<file path="src/verilog/wake_wd_pkg.sv">
`default_nettype none
package wake_wd_pkg;
   // register indices; byte address on the bus is four times the index
   localparam logic [15:0] IDX_RESTART = 16'h00F8;
   localparam logic [15:0] IDX_OVF_STATUS = 16'h2002;
   localparam logic [15:0] IDX_WAKE_CTRL = 16'h20A9;
   localparam logic [15:0] IDX_FLAGS = 16'h20B1;
   localparam logic [15:0] IDX_IRQ_STATUS = 16'h20C0;
   localparam logic [15:0] IDX_IRQ_MASK = 16'h20C1;
   // field positions
   localparam int RESTART_BIT = 7;
   localparam int OVF_BIT = 2;
   localparam int PRD_LSB = 0;
   localparam int RES_BIT = 3;
   localparam int ARM_BIT = 7;
   localparam int WARN_BIT = 0;
   localparam int IRQ_WARN = 0;
   localparam int IRQ_OVF = 1;
   localparam int IRQ_WAKE = 2;
   localparam int IRQ_W = 3;
   // reset values
   localparam logic [2:0] PRD_RESET = 3'h1;
   localparam logic RES_RESET = 1'h0;
   localparam logic [IRQ_W-1:0] MASK_RESET = 3'h0;
   // timing
   localparam int CLK_PERIOD_NS = 10;
   localparam int TICK_TIME_NS = 1000000;
   localparam int TICK_CYCLES = TICK_TIME_NS / CLK_PERIOD_NS;
   localparam logic [19:0] RES_FINE_MS = 20'h009C4;
   localparam logic [19:0] RES_COARSE_MS = 20'h0EA60;
   localparam int WARN_LEAD_MS = 1;
   localparam int WD_TIMEOUT_MS = 1000;
   // processor power modes, one-hot
   typedef enum logic [3:0] {
      MODE_NORMAL = 4'b0001,
      MODE_BROWNOUT = 4'b0010,
      MODE_SLEEP = 4'b0100,
      MODE_DISPLAY = 4'b1000
   } proc_mode_t;
   typedef enum logic [2:0] {
      WAKE_IDLE = 3'b001,
      WAKE_ARMED = 3'b010,
      WAKE_FIRED = 3'b100
   } wake_state_t;
endpackage
`default_nettype wire

</file>
<file path="src/verilog/wake_wd.sv">
// Notes on behaviour
// - writing arm loads timer from period, resolution
// - normal or brownout mode resets, disarms timer
// - sleep time is period times resolution
// - resolution one minute or 2.5 seconds
// - warning flag set 1 ms before overflow
// - warning clears by zero write, wake fall
// - overflow sets persistent overflow status bit
// - reset input clears overflow status bit
`timescale 1ns/10ps
`default_nettype none
module wake_wd #(
   parameter int TICK_DIV = wake_wd_pkg::TICK_CYCLES,
   parameter int WD_TIMEOUT = wake_wd_pkg::WD_TIMEOUT_MS,
   parameter int WD_W = 16
) (
   input wire logic sys_clk,
   input wire logic reset,
   input wire logic [15:0] address,
   input wire logic read,
   input wire logic write,
   input wire logic [3:0] byteenable,
   input wire logic [31:0] writedata,
   output logic [31:0] readdata,
   output logic waitrequest,
   input wire wake_wd_pkg::proc_mode_t proc_mode,
   input wire logic wake_pin,
   output logic wake_request,
   output logic cpu_reset,
   output logic irq
);
   import wake_wd_pkg::*;

   localparam logic [WD_W-1:0] WD_LAST = WD_W'(WD_TIMEOUT - 1);
   localparam logic [WD_W-1:0] WARN_AT = WD_W'(WD_TIMEOUT - 1 - WARN_LEAD_MS);

   logic ack;
   logic [31:0] next_readdata;
   logic [2:0] sleep_period_count;
   logic sleep_resolution_select;
   logic overflow_status;
   logic overflow_warning;
   logic [IRQ_W-1:0] irq_status;
   logic [IRQ_W-1:0] irq_mask;
   logic [31:0] tick_count;
   logic ms_tick;
   wake_state_t wake_state;
   wake_state_t next_wake_state;
   logic [19:0] wake_count;
   logic [WD_W-1:0] wd_count;
   logic wake_meta;
   logic wake_sync;
   logic wake_prev;

   // one wait state: the first cycle of a request raises waitrequest,
   // the second accepts it, so register reads see settled state
   wire access = read | write;
   wire taken = access & ack;
   wire [13:0] idx = address[15:2];
   wire hit_restart = (idx == IDX_RESTART[13:0]);
   wire hit_ovf = (idx == IDX_OVF_STATUS[13:0]);
   wire hit_wake = (idx == IDX_WAKE_CTRL[13:0]);
   wire hit_flags = (idx == IDX_FLAGS[13:0]);
   wire hit_istat = (idx == IDX_IRQ_STATUS[13:0]);
   wire hit_imask = (idx == IDX_IRQ_MASK[13:0]);
   wire wr_lane = write & taken & byteenable[0];
   assign waitrequest = access & ~ack;

   always_ff @(posedge sys_clk) begin
      if (reset) begin
         ack <= 1'b0;
      end else begin
         ack <= access & ~ack;
      end
   end

   // read mux; write-only fields read as zero
   always_comb begin
      next_readdata = 32'h0000_0000;
      if (hit_ovf) begin
         next_readdata[OVF_BIT] = overflow_status;
      end else if (hit_wake) begin
         next_readdata[PRD_LSB +: 3] = sleep_period_count;
         next_readdata[RES_BIT] = sleep_resolution_select;
      end else if (hit_flags) begin
         next_readdata[WARN_BIT] = overflow_warning;
      end else if (hit_istat) begin
         next_readdata[IRQ_W-1:0] = irq_status;
      end else if (hit_imask) begin
         next_readdata[IRQ_W-1:0] = irq_mask;
      end
   end

   always_ff @(posedge sys_clk) begin
      if (reset) begin
         readdata <= 32'h0000_0000;
      end else if (read & ~ack) begin
         readdata <= next_readdata;
      end
   end

   // millisecond enable; the slow timers count this, not the clock
   assign ms_tick = (tick_count == 32'(TICK_DIV - 1));

   always_ff @(posedge sys_clk) begin
      if (reset || ms_tick) begin
         tick_count <= 32'h0000_0000;
      end else begin
         tick_count <= tick_count + 32'h0000_0001;
      end
   end

   // wake pin is asynchronous: two flops before any logic looks at it
   always_ff @(posedge sys_clk) begin
      if (reset) begin
         wake_meta <= 1'b0;
         wake_sync <= 1'b0;
         wake_prev <= 1'b0;
      end else begin
         wake_meta <= wake_pin;
         wake_sync <= wake_meta;
         wake_prev <= wake_sync;
      end
   end
   wire wake_fall = wake_prev & ~wake_sync;

   // wake control fields
   wire wr_wake = wr_lane & hit_wake;
   wire arm_write = wr_wake & writedata[ARM_BIT];

   always_ff @(posedge sys_clk) begin
      if (reset) begin
         sleep_period_count <= PRD_RESET;
         sleep_resolution_select <= RES_RESET;
      end else if (wr_wake) begin
         sleep_period_count <= writedata[PRD_LSB +: 3];
         sleep_resolution_select <= writedata[RES_BIT];
      end
   end

   // duration in ms ticks: count times 2.5 s or 1 min
   // a count of zero fires on the first tick of sleep
   wire [19:0] res_ms = sleep_resolution_select ? RES_COARSE_MS : RES_FINE_MS;
   wire [22:0] wake_product = 23'(sleep_period_count) * 23'(res_ms);
   wire [19:0] wake_load = wake_product[19:0];
   wire awake_mode = (proc_mode == MODE_NORMAL) | (proc_mode == MODE_BROWNOUT);
   wire sleeping = (proc_mode == MODE_SLEEP) | (proc_mode == MODE_DISPLAY);
   wire wake_hit = (wake_state == WAKE_ARMED) & sleeping & ms_tick
                   & (wake_count == 20'h00000);

   // wake timer state; awake modes hold it reset, so an arm made before sleep is lost
   always_comb begin
      case (wake_state)
         WAKE_IDLE: next_wake_state = arm_write ? WAKE_ARMED : WAKE_IDLE;
         // a fresh arm in the expiry cycle keeps the state armed, yet wake_request and the wake irq still fire
         WAKE_ARMED: next_wake_state = (wake_hit && !arm_write) ? WAKE_FIRED : WAKE_ARMED;
         WAKE_FIRED: next_wake_state = arm_write ? WAKE_ARMED : WAKE_FIRED;
         default: next_wake_state = WAKE_IDLE;
      endcase
      if (awake_mode) begin
         next_wake_state = WAKE_IDLE;
      end
   end

   always_ff @(posedge sys_clk) begin
      if (reset) begin
         wake_state <= WAKE_IDLE;
      end else begin
         wake_state <= next_wake_state;
      end
   end

   always_ff @(posedge sys_clk) begin
      if (reset || awake_mode) begin
         wake_count <= 20'h00000;
      end else if (arm_write) begin
         wake_count <= wake_load;
      end else if (wake_state == WAKE_ARMED && sleeping && ms_tick
                   && wake_count != 20'h00000) begin
         wake_count <= wake_count - 20'h00001;
      end
   end

   always_ff @(posedge sys_clk) begin
      if (reset) begin
         wake_request <= 1'b0;
      end else begin
         wake_request <= wake_hit;
      end
   end

   // watchdog; only a byte-lane write with bit 7 set restarts it
   wire wd_restart = wr_lane & hit_restart & writedata[RESTART_BIT];
   wire wd_overflow = ms_tick & (wd_count == WD_LAST) & ~wd_restart;
   wire warn_set = ms_tick & (wd_count == WARN_AT) & ~wd_restart;

   always_ff @(posedge sys_clk) begin
      if (reset || wd_restart || wd_overflow) begin
         wd_count <= '0;
      end else if (ms_tick) begin
         wd_count <= wd_count + WD_W'(1);
      end
   end

   // the processor reset leaves this block alone, so status survives it
   always_ff @(posedge sys_clk) begin
      if (reset) begin
         cpu_reset <= 1'b0;
      end else begin
         cpu_reset <= wd_overflow;
      end
   end

   // set wins over every clear
   wire warn_clear = (wr_lane & hit_flags & ~writedata[WARN_BIT]) | wake_fall;
   wire ovf_clear = wr_lane & hit_ovf & ~writedata[OVF_BIT];

   always_ff @(posedge sys_clk) begin
      if (reset) begin
         overflow_warning <= 1'b0;
      end else if (warn_set) begin
         overflow_warning <= 1'b1;
      end else if (warn_clear) begin
         overflow_warning <= 1'b0;
      end
   end

   always_ff @(posedge sys_clk) begin
      if (reset) begin
         overflow_status <= 1'b0;
      end else if (wd_overflow) begin
         overflow_status <= 1'b1;
      end else if (ovf_clear) begin
         overflow_status <= 1'b0;
      end
   end

   // interrupt status clears on read; a new event the same cycle stays
   wire [IRQ_W-1:0] irq_events = {wake_hit, wd_overflow, warn_set};
   wire stat_read = read & taken & hit_istat;
   // a read clears only the bits it returned; an event that lands between the
   // readdata capture and the accepting edge waits for the next read
   wire [IRQ_W-1:0] irq_keep = stat_read ? (irq_status & ~readdata[IRQ_W-1:0]) : irq_status;

   always_ff @(posedge sys_clk) begin
      if (reset) begin
         irq_status <= '0;
         irq_mask <= MASK_RESET;
         irq <= 1'b0;
      end else begin
         irq_status <= irq_keep | irq_events;
         if (wr_lane && hit_imask) begin
            irq_mask <= writedata[IRQ_W-1:0];
         end
         irq <= |((irq_keep | irq_events) & irq_mask);
      end
   end
endmodule
`default_nettype wire

</file>
<file path="config.mk">
export PLATFORM = sky130hd
export DESIGN_NAME = wake_wd
export DESIGN_NICKNAME = d
export VERILOG_FILES = /design/src/verilog/wake_wd_pkg.sv /design/src/verilog/wake_wd.sv
export SDC_FILE = /design/constraint.sdc
export NUM_CORES = 1
export LEC_CHECK = 0
export BUFFER_PORTS_ARGS = -buffer_cell sky130_fd_sc_hd__buf_2
export CORE_MARGIN = 1
export CORE_UTILIZATION = 25
export CTS_CLUSTER_DIAMETER = 100
export DETAILED_ROUTE_END_ITERATION = 7
export GPL_TIMING_DRIVEN = 1
export PLACE_DENSITY = 0.47
export SYNTH_ARGS = -nofsm -noshare
export SYNTH_HDL_FRONTEND = slang
export SYNTH_SLANG_ARGS = --single-unit
</file>
<file path="constraint.sdc">
create_clock -name sys_clk -period 6.79 [get_ports sys_clk]
set_input_delay 1.358 -clock sys_clk [delete_from_list [all_inputs] [get_ports sys_clk]]
set_output_delay 1.358 -clock sys_clk [all_outputs]
set_load 0.05 [all_outputs]
</file>
==> key figures, run 1 <==
Status
  • Outcome: finished clean

Pwr
  • Tot Pwr: 1177 µW
  • Combinational power share: 0.070
  • P_sw: 313.7 µW
  • Power per cell area: 195.5 mW/mm²
  • Internal: 862.8 µW
  • Clock power share: 0.455
  • Sequential share of power: 0.474
  • Pleak: 0.002317 µW
  • Peak supply drop: 0.1110 mV
  • Switching Fraction: 0.2666

Detailed routing
  • TritonRoute pass-1 iters: 4
  • Initial DRC Count: 197
  • Via count: 4439
  • Via density: 4.638
  • Number of remaining DRC errors: 0
  • WL/cell: 12.95 µm
  • Final ANT Viol Nets: 0
  • Final WL: 12.39 mm

Logic synthesis
  • Syn. warnings: 0
  • Mapped Avg Cell Area: 8.305 µm²
  • Synthesized flop and latch total: 94
  • Cell Area, Synth: 0.005340 mm²
  • Post-synthesis cell type count: 57
  • Sequential element share of the synthesized area: 0.3524
  • Asr flop ratio synth: 0
  • Synth Flop Type: dfxtp_1
  • EDFF count, synth: 0
  • Post-Synthesis Cells: 643

Global route
  • Remaining Overflow, GRT: 0
  • Met1 Track Usage GR: 0.1679
  • GRT busiest layer: met2
  • First-pass GRT wire length: 20.89 mm
  • Initial antenna violation count: 1
  • Vias in the first global route: 4124
  • Met3 usage: 0.01840
  • Pin count of the biggest net entering global routing: 40
  • M2 GR Usage: 0.1796
  • Total Routing Usage GR: 0.1196

Placement
  • HPWL after DPL: 8.917 mm
  • Placed Instances: 941
  • Pre-CTS setup slack: 2.966 ns
  • Port bufs: 36
  • Final Wtd Congestion: 0.7467

Clock network
  • Post-CTS setup buffer count: 0
  • Maximum root-to-sink buffer count: 2
  • Clock buffer count from CTS: 9
  • CTS HTree Levels: 3
  • Reg clk slew, reported paths: 0.07 ns
  • CTS resizes: 0
  • TritonCTS sink count: 94
  • Root Driver: clkbuf_16
  • Worst skew pair latency: 0.36 ns
  • Number of hold-repair buffers added at the cts stage: 0
  • Clock tree from TritonCTS: done

Timing
  • Fin crit share: 0.5113
  • Fin Setup TNS: 0 ns
  • Hold Fails Final Rpt: 0
  • Max-slew violations: 0
  • Fin crit period: 3.472 ns
  • Worst slew pin tran: 1.048 ns
  • Fmax: 0.2880 GHz
  • Clock skew: 0.01025 ns
  • PnR worst setup slack: 3.318 ns
  • Slew HR: 0.2994
  • RSZ-0062 raised after global routing: false
  • # setup viols final: 0

Worst setup path
  • Crit path DAT: 3.70 ns
  • R2r worst-path depth: 5
  • R2r startpoint: tick_count[26]$_SDFF_PP0_
  • CP Launch Type: primary input
  • CP startpoint: address[13]
  • CP required: 7.02 ns
  • R2R Setup Slk: 3.51 ns
  • Critical Path End Type: register
  • Worst flop-to-flop path endpoint: tick_count[6]$_SDFF_PP0_
  • Critical Path Fanout Max: 30
  • WS Path Type: in2reg

Floorplan
  • Row cnt: 53
  • Die Width: 148.2 µm
  • Boundary Pins: 97
  • Initial Util: 0.2548
  • Die Y-Extent: 148.2 µm
  • Die ar.: 0.02195 mm²
  • Core area: 0.02096 mm²

Finish
  • Net count reported at finish: 762
  • Share of cells above drive strength 1: 0.1070
  • Fin cells: 957
  • Layout area overhead: 12.70%
  • Final-layout fill cell count: 2335
  • Diodes inserted: 0

Job
  • Number of max-cap violations: 0

Worst hold path
  • Hold crit path type: reg2reg
  • Hold depth: 1
  • WHS Endpoint: wake_sync$_SDFF_PP0_
  • Hold Startpoint: wake_meta$_SDFF_PP0_
-- power groups by stage --
| stage | Sequential (µW) | Combinational, µW | Clock (µW) |
|---|---|---|---|
| after floorplan | 574 | 71.2 | 0 |
| after global placement | 571 | 83.3 | 0 |
| after detailed placement | 571 | 82.9 | 0 |
| after CTS | 558 | 83.1 | 552 |
| after global routing | 558 | 89.5 | 571 |
| final | 558 | 82.8 | 536 |
-- synth_stat cells (6+ instances only) --
master | instances | area (µm²)
a21o_1 | 7 | 52.55
a21oi_1 | 33 | 165.2
and3_1 | 10 | 62.56
buf_4 | 28 | 210.2
clkbuf_1 | 12 | 45.04
dfxtp_1 | 94 | 1882
ha_1 | 23 | 287.8
inv_1 | 18 | 67.56
mux2i_1 | 6 | 60.06
nand2_1 | 37 | 138.9
nand2b_1 | 10 | 62.56
nand3_1 | 19 | 95.09
nand4_1 | 14 | 87.58
nor2_1 | 83 | 311.6
nor2b_1 | 8 | 50.05
nor3_1 | 15 | 75.07
nor4_1 | 32 | 200.2
o21ai_0 | 25 | 125.1
or2_2 | 8 | 50.05
or3_1 | 17 | 106.4
or4_1 | 11 | 82.58
xnor2_1 | 51 | 446.7
xor2_1 | 20 | 175.2
-- cells by family (layout without fill, tap and decap cells) --
group,after synthesis,after routing,share of synthesized area
buf+inv,66,77,0.06982
compound gates,97,97,0.1108
fa+ha+maj,24,24,0.05764
mux,6,6,0.01125
other cells,1,29,0.0007022
simple gates,284,284,0.2809
xor+xnor,71,71,0.1164
flops,94,94,0.3524
-- worst max path at each step --
stage,endpoint,slack [ns],cells past startpoint
2_1_floorplan,waitrequest,3.39,2
3_3_place_gp,wake_count[16]$_SDFFE_PP0P_,2.97,8
3_5_place_dp,wake_count[16]$_SDFFE_PP0P_,2.97,8
4_1_cts,wake_count[16]$_SDFFE_PP0P_,3.35,8
5_1_grt,wake_count[16]$_SDFFE_PP0P_,3.11,8
6_report,wake_count[18]$_SDFFE_PP0P_,3.32,8
-- area by class of cell --
type | instances | area [µm²] | area share
clock buffer | 9 | 225.2 | 0.03742
clock inverter | 7 | 80.08 | 0.01331
inverter | 19 | 71.32 | 0.01185
multi-input combinational | 511 | 3191 | 0.5301
sequential | 94 | 1882 | 0.3127
tap | 275 | 344.1 | 0.05717
timing repair buffer | 42 | 225.2 | 0.03742
-- cell usage in the layout (no fill, tap or decap), types with 14 or more instances in the layout --
cell      n
nor2_1   83
nand3_1  19
nand2_1  37
or3_1    17
xnor2_1  51
nand4_1  14
o21ai_0  25
ha_1     23
conb_1   29
dfxtp_1  94
a21oi_1  33
buf_2    36
nor3_1   15
inv_1    18
xor2_1   20
nor4_1   32
-- stage by stage --
| step | hold slack, ns | cell area (µm²) | utilization |
|---|---|---|---|
| 2_1_floorplan | 0.4138 | 5445 | - |
| 3_3_place_gp | 0.4183 | 5713 | 0.2726 |
| 3_5_place_dp | 0.4220 | 5713 | 0.2726 |
| 4_1_cts | 0.4392 | 6018 | 0.2872 |
| 5_1_grt | 0.4655 | 6018 | 0.2872 |
| 6_report | 0.4394 | 6018 | 0.2872 |
-- layer usage --
layer,vias up,part of all wire
li1,2288,-
met1,2044,0.53
met2,93,0.42
met3,14,0.033
met4,0,0.020
met5,-,0
-- sequential cells by signal, indices dropped and copies added (netlist names), 3 cells and up --
register,flops
wd_count,16
irq_mask,3
wake_count,20
wake_state,3
sleep_period_count,3
irq_status,3
tick_count,32
readdata,4
-- worst max-delay path, stage by stage --
cell       delay [ns]
buf_2            0.09
or4_1            0.57
nand4bb_1        0.31
nor3_1           0.55
nand2b_1         0.13
buf_4            0.25
o31ai_1          0.36
a21oi_1          0.08
Note: power is estimated with default switching activity, not from simulation.
==> run 2, diff against run 1 <==
==> constraint.sdc (replaced) <==
create_clock -name sys_clk -period 3.6 [get_ports sys_clk]
set_input_delay 0.72 -clock sys_clk [delete_from_list [all_inputs] [get_ports sys_clk]]
set_output_delay 0.72 -clock sys_clk [all_outputs]
set_load 0.05 [all_outputs]
==> key figures, run 2 (synthesized netlist as in run 1, its figures left out) <==
Worst setup path
  • Worst flop-to-flop path endpoint: wake_count[18]$_SDFFE_PP0P_
  • WS Path Type: reg2reg
  • R2r startpoint: sleep_period_count[1]$_SDFFE_PP0N_
  • CP Launch Type: register
  • Crit path DAT: 3.35 ns (-0.35 ns)
  • R2r worst-path depth: 11 (+6)
  • Critical Path End Type: register
  • CP required: 3.82 ns (-3.20 ns)
  • Critical Path Fanout Max: 6 (-80%)
  • R2R Setup Slk: 0.47 ns (-3.04 ns)

Detailed routing
  • Initial DRC Count: 136 (-31%)
  • Final ANT Viol Nets: 0 (unchanged)
  • Via density: 4.584 (-1.2%)
  • TritonRoute pass-1 iters: 4 (unchanged)
  • Via count: 4410 (-0.65%)
  • WL/cell: 12.91 µm (-0.29%)
  • Number of remaining DRC errors: 0 (unchanged)
  • Final WL: 12.42 mm (+0.23%)

Clock network
  • Worst skew pair latency: 0.35 ns (about the same)
  • Clock tree from TritonCTS: done
  • Post-CTS setup buffer count: 0 (unchanged)
  • Number of hold-repair buffers added at the cts stage: 0 (unchanged)
  • Clock buffer count from CTS: 9 (unchanged)
  • Root Driver: clkbuf_16
  • TritonCTS sink count: 94 (unchanged)
  • Reg clk slew, reported paths: 0.07 ns (about the same)
  • CTS resizes: 0 (unchanged)
  • Maximum root-to-sink buffer count: 2 (unchanged)
  • CTS HTree Levels: 3 (unchanged)

Timing
  • Fmax: 0.3192 GHz
  • Hold Fails Final Rpt: 0 (unchanged)
  • RSZ-0062 raised after global routing: false
  • Worst slew pin tran: 0.6202 ns (-0.4281 ns)
  • Fin crit period: 3.133 ns
  • Slew HR: 0.5865 (+0.2871)
  • # setup viols final: 0 (unchanged)
  • Fin crit share: 0.8701
  • Clock skew: 0.008760 ns (-0.001489 ns)
  • Max-slew violations: 0 (unchanged)
  • Fin Setup TNS: 0 ns (unchanged)

Finish
  • Reg with most FFs: tick_count
  • Share of cells above drive strength 1: 0.1135 (+0.006499)
  • Most frequent cells in the layout: dfxtp_1, nor2_1, xnor2_1
  • Fin cells: 962 (+0.52%)
  • Most common cell after layout, fill and taps aside: dfxtp_1
  • Largest register FFs: 32 (unchanged)
  • Diodes inserted: 0 (unchanged)
  • Layout area overhead: 13.59%
  • Net count reported at finish: 768 (+0.79%)
  • Biggest regs: tick_count x32, wake_count x20, wd_count x16

Pwr
  • Pleak: 0.002349 µW (+1.4%)
  • Peak supply drop: 0.1817 mV (+64%)
  • Power per cell area: 362.8 mW/mm² (+86%)
  • Tot Pwr: 2201 µW (+87%)

Floorplan
  • Die Y-Extent: 148.2 µm (unchanged)
  • Row cnt: 53 (unchanged)
  • Core area: 0.02096 mm² (unchanged)
  • Die ar.: 0.02195 mm² (unchanged)
  • Boundary Pins: 97 (unchanged)
  • Initial Util: 0.2548 (unchanged)
  • Die Width: 148.2 µm (unchanged)

Placement
  • Port bufs: 36 (unchanged)
  • Final Wtd Congestion: 0.7571 (+1.4%)
  • HPWL after DPL: 9.101 mm (+2.1%)
  • Placed Instances: 947 (+0.64%)

Worst hold path
  • Hold crit path type: reg2reg
  • Hold depth: 1 (unchanged)
  • WHS Endpoint: wake_sync$_SDFF_PP0_
  • Hold Startpoint: wake_meta$_SDFF_PP0_

Global route
  • Pin count of the biggest net entering global routing: 40 (unchanged)
  • Vias in the first global route: 4189 (+1.6%)
  • Initial antenna violation count: 0 (-1)
  • Total Routing Usage GR: 0.1197 (about the same)
  • Remaining Overflow, GRT: 0 (unchanged)
  • First-pass GRT wire length: 21.02 mm (+0.66%)

Job
  • Number of max-cap violations: 0 (unchanged)

Status
  • Outcome: finished clean
[run 2: worst max path at each step]
stage,from,endpoint,slack [ns],depth (start not counted)
after global placement,sleep_period_count[1]$_SDFFE_PP0N_,wake_count[18]$_SDFFE_PP0P_,0.46,11
after global routing,sleep_period_count[1]$_SDFFE_PP0N_,wake_count[18]$_SDFFE_PP0P_,0.18,12
after CTS,sleep_period_count[1]$_SDFFE_PP0N_,wake_count[18]$_SDFFE_PP0P_,0.45,11
after floorplan,sleep_period_count[2]$_SDFFE_PP0N_,wake_count[15]$_SDFFE_PP0P_,0.85,12
after detailed placement,sleep_period_count[1]$_SDFFE_PP0N_,wake_count[18]$_SDFFE_PP0P_,0.47,12
final,sleep_period_count[1]$_SDFFE_PP0N_,wake_count[18]$_SDFFE_PP0P_,0.47,11
[run 2: worst max-delay path: stages, from the launching register on]
cell and delay, ns:
dfxtp_1 0.46, nor2b_1 0.35, xor2_1 0.22, and2_1 0.15
ha_1 0.22, ha_1 0.37, o21a_1 0.25, a21oi_1 0.24
nor3_1 0.09, o21a_1 0.19, o31ai_1 0.39, a21oi_1 0.07
[run 2: metal layers]
layer,vias up,wire (µm),GRT usage
met5,-,0,0
met4,0,216,0.05258
met3,13,415,0.01779
met2,86,5161,0.1791
met1,2012,6624,0.1691
li1,2299,-,-
[run 2: area by class of cell]
class / instances / area, µm²
Clock buffer: 11 / 252.7
Timing Repair Buffer: 48 / 270.3
Multi-Input combinational cell: 511 / 3191
Tap cell: 275 / 344.1
Clock inverter: 4 / 55.05
Fill cell: 2310 / 14890
Sequential cell: 94 / 1882
Inverter: 19 / 71.32
[run 2: per-stage QoR]
stage	util	hold WS, ns	worst slack, ns	area, µm²
floorplan	-	0.4138	0.8541	5445
global placement	0.2748	0.4177	0.4627	5758
detailed placement	0.2748	0.4304	0.4685	5758
CTS	0.2895	0.4465	0.4511	6066
global route	0.2895	0.4771	0.1785	6066
finish	0.2895	0.4392	0.4675	6066
[run 2: where the power goes]
| group | switching (µW) | leakage, µW | internal (µW) | total [µW] |
|---|---|---|---|---|
| registers | 5.96 | 0.000759 | 1050 | 1050 |
| clock network | 414 | 0.000148 | 576 | 990 |
| logic | 125 | 0.00144 | 32.9 | 158 |
| total | 545 | 0.00235 | 1660 | 2200 |
==> run 3, diff against run 2 <==
--- a/config.mk
+++ b/config.mk
@@ -5,13 +5,14 @@
 export SDC_FILE = /design/constraint.sdc
 export NUM_CORES = 1
 export LEC_CHECK = 0
+export ABC_AREA = 1
 export BUFFER_PORTS_ARGS = -buffer_cell sky130_fd_sc_hd__buf_2
 export CORE_MARGIN = 1
-export CORE_UTILIZATION = 25
+export CORE_UTILIZATION = 50
 export CTS_CLUSTER_DIAMETER = 100
 export DETAILED_ROUTE_END_ITERATION = 7
 export GPL_TIMING_DRIVEN = 1
-export PLACE_DENSITY = 0.47
+export PLACE_DENSITY = 0.76
 export SYNTH_ARGS = -nofsm -noshare
 export SYNTH_HDL_FRONTEND = slang
 export SYNTH_SLANG_ARGS = --single-unit
==> key figures, run 3 <==
Status
  • Outcome: finished clean

Pwr
  • Switching Fraction: 0.2574 (+0.009860)
  • Power per cell area: 306.7 mW/mm² (-15%)
  • Peak supply drop: 0.2445 mV (+35%)
  • Internal: 1624 µW (-2.0%)
  • Tot Pwr: 2186 µW (-0.65%)
  • Combinational power share: 0.069 (-0.003)
  • Pleak: 0.003060 µW (+30%)
  • Clock power share: 0.452 (+0.002)
  • P_sw: 562.8 µW (+3.3%)
  • Sequential share of power: 0.479 (about the same)

Logic synthesis
  • Cell Area, Synth: 0.006634 mm² (+24%)
  • Top cell types by occurrence after synthesis: nand2_1, nor2_1, inv_1
  • Synthesized flop and latch total: 94 (unchanged)
  • EDFF count, synth: 0 (unchanged)
  • Post-Synthesis Cells: 1047 (+63%)
  • Post-synthesis cell type count: 44 (-23%)
  • Post-synth top area share: 0.2837 (-0.06872)
  • Sequential element share of the synthesized area: 0.2837 (-0.06872)
  • Syn. warnings: 0 (unchanged)
  • Mapped Avg Cell Area: 6.336 µm² (-24%)
  • Asr flop ratio synth: 0 (unchanged)
  • Count leader, synth: nand2_1
  • Synth Flop Type: dfxtp_1
  • Area contributors post-synth: dfxtp_1, nand2_1, nor2_1
  • Area leader, netlist: dfxtp_1

Clock network
  • Post-CTS setup buffer count: 0 (unchanged)
  • Clock buffer count from CTS: 9 (unchanged)
  • Clock tree from TritonCTS: done
  • Reg clk slew, reported paths: 0.07 ns (about the same)
  • Maximum root-to-sink buffer count: 2 (unchanged)
  • CTS HTree Levels: 3 (unchanged)
  • Worst skew pair latency: 0.35 ns (about the same)
  • TritonCTS sink count: 94 (unchanged)
  • CTS resizes: 0 (unchanged)
  • Root Driver: clkbuf_16
  • Number of hold-repair buffers added at the cts stage: 0 (unchanged)

Detailed routing
  • Via density: 5.219 (+14%)
  • Via count: 6566 (+49%)
  • TritonRoute pass-1 iters: 5 (+1)
  • Initial DRC Count: 361 (+170%)
  • Number of remaining DRC errors: 0 (unchanged)
  • WL/cell: 12.39 µm (-4.0%)
  • Final ANT Viol Nets: 0 (unchanged)
  • Final WL: 15.58 mm (+25%)

Finish
  • Diodes inserted: 0 (unchanged)
  • Layout area overhead: 7.469%
  • Layout Utilization: 0.5581 (+0.2687)
  • Most frequent cells in the layout: nand2_1, nor2_1, inv_1
  • Largest register FFs: 32 (unchanged)
  • Biggest regs: tick_count x32, wake_count x20, wd_count x16
  • Most common cell after layout, fill and taps aside: nand2_1
  • Share of cells above drive strength 1: 0.09945 (-0.01409)
  • Reg with most FFs: tick_count
  • Net count reported at finish: 1166 (+52%)

Worst hold path
  • Hold depth: 2 (+1)
  • Hold crit path type: reg2reg

Timing
  • Fin Setup TNS: 0 ns (unchanged)
  • Fin crit period: 2.842 ns (-0.2907 ns)
  • RSZ-0062 raised after global routing: false
  • Max-slew violations: 0 (unchanged)
  • Fmax: 0.3519 GHz (+10%)
  • PnR worst setup slack: 0.7582 ns (+0.2907 ns)
  • Slew HR: 0.4955 (-0.09107)
  • Hold Fails Final Rpt: 0 (unchanged)
  • Worst slew pin tran: 0.7499 ns (+0.1297 ns)
  • Fin crit share: 0.7894 (-0.08076)
  • # setup viols final: 0 (unchanged)
  • Clock skew: 0.009307 ns (+0.0005473 ns)

Job
  • Number of max-cap violations: 0 (unchanged)

Worst setup path
  • CP Launch Type: register
  • CP required: 3.89 ns (+0.07 ns)
  • Critical Path Fanout Max: 8 (+2)
  • Critical Path End Type: register
  • R2r worst-path depth: 17 (+6)
  • Crit path DAT: 3.13 ns (-0.22 ns)
  • WS Path Type: reg2reg

Global route
  • Remaining Overflow, GRT: 0 (unchanged)
  • Pin count of the biggest net entering global routing: 33 (-18%)
  • First-pass GRT wire length: 26.96 mm (+28%)
  • Total Routing Usage GR: 0.2463 (+0.1266)
  • Initial antenna violation count: 0 (unchanged)
  • Vias in the first global route: 5961 (+42%)

Placement
  • HPWL after DPL: 11.92 mm (+31%)
  • Pre-CTS setup slack: 0.8001 ns (+0.3316 ns)
  • Port bufs: 36 (unchanged)
  • Final Wtd Congestion: 0.9140 (+21%)

Floorplan
  • Row cnt: 41 (-23%)
  • Die ar.: 0.01373 mm² (-37%)
  • Core area: 0.01277 mm² (-39%)
  • Boundary Pins: 97 (unchanged)
  • Die Y-Extent: 117.2 µm (-21%)
  • Initial Util: 0.5193 (+0.2645)
  • Die Width: 117.2 µm (-21%)
## run 3: changes by cell type after synthesis, sizes merged, moves of 12 or more
cell,change
xnor2,-40
or4,-12
nand2,+226
nor4,-26
or3,-17
nor3,+22
nor2,+103
nand3,+71
a21oi,+38
inv,+98
## run 3: cell type report
class	count	area (µm²)
well taps	172	215.2
fillers	1285	5644
inverters	118	442.9
clock buffers	10	229.0
repair buffers	37	187.7
flip-flops and latches	94	1882
multi-input cells	821	4096
clock inverters	6	76.32
## run 3: worst paths after layout
check / startpoint / to / slack, ns
setup / recovery: sleep_resolution_select$_SDFFE_PP0N_ / wake_count[13]$_SDFFE_PP0P_ / 0.76
hold / removal: wake_meta$_SDFF_PP0_ / wake_sync$_SDFF_PP0_ / 0.43
setup reg to reg: sleep_resolution_select$_SDFFE_PP0N_ / wake_count[13]$_SDFFE_PP0P_ / 0.76
hold reg to reg: wake_meta$_SDFF_PP0_ / wake_sync$_SDFF_PP0_ / 0.43
## run 3: critical path, stage by stage (launching register included)
cell and delay (ns):
dfxtp_1 0.45, nand2_1 0.12, inv_1 0.16, nand2_1 0.13
nand2_1 0.09, inv_1 0.04, ha_1 0.26, ha_1 0.26
fa_1 0.45, nand3_1 0.10, nand2_1 0.10, a21oi_1 0.22
nor2_1 0.06, nor2_1 0.08, nand2_1 0.06, nand2_1 0.06
nor2_1 0.05, nor2_1 0.08
## run 3: kinds of logic (layout without fill, tap and decap cells)
family,count (synthesis),count (layout),synth area share
xor+xnor,29,29,0.03829
other cells,1,29,0.0005653
buf+inv,160,171,0.1147
simple gates,624,624,0.4217
flops,94,94,0.2837
fa+ha+maj,24,24,0.04640
compound gates,115,115,0.09468
## run 3: power groups by stage
stage	clock network, µW	logic (µW)	registers, µW
after floorplan	0	142	1070
after global placement	0	147	1070
after detailed placement	0	149	1070
after CTS	1010	149	1050
after global routing	1050	164	1050
final	989	150	1050
## run 3: metrics by stage
stage / hold WS [ns] / std cells / instance area (µm²)
2_1_floorplan: 0.3883 / 1075 / 6739
3_3_place_gp: 0.4178 / 1242 / 6824
3_5_place_dp: 0.4243 / 1242 / 6824
4_1_cts: 0.4344 / 1258 / 7129
5_1_grt: 0.4834 / 1258 / 7129
6_report: 0.4329 / 1258 / 7129
## run 3: metal layers
| metal | vias to the layer above | GRT usage | share of wire |
|---|---|---|---|
| met5 | - | 0 | 0 |
| met4 | 0 | 0.1004 | 0.020 |
| met3 | 25 | 0.03141 | 0.047 |
| met2 | 194 | 0.4012 | 0.44 |
| met1 | 2954 | 0.3295 | 0.49 |
| li1 | 3393 | - | - |
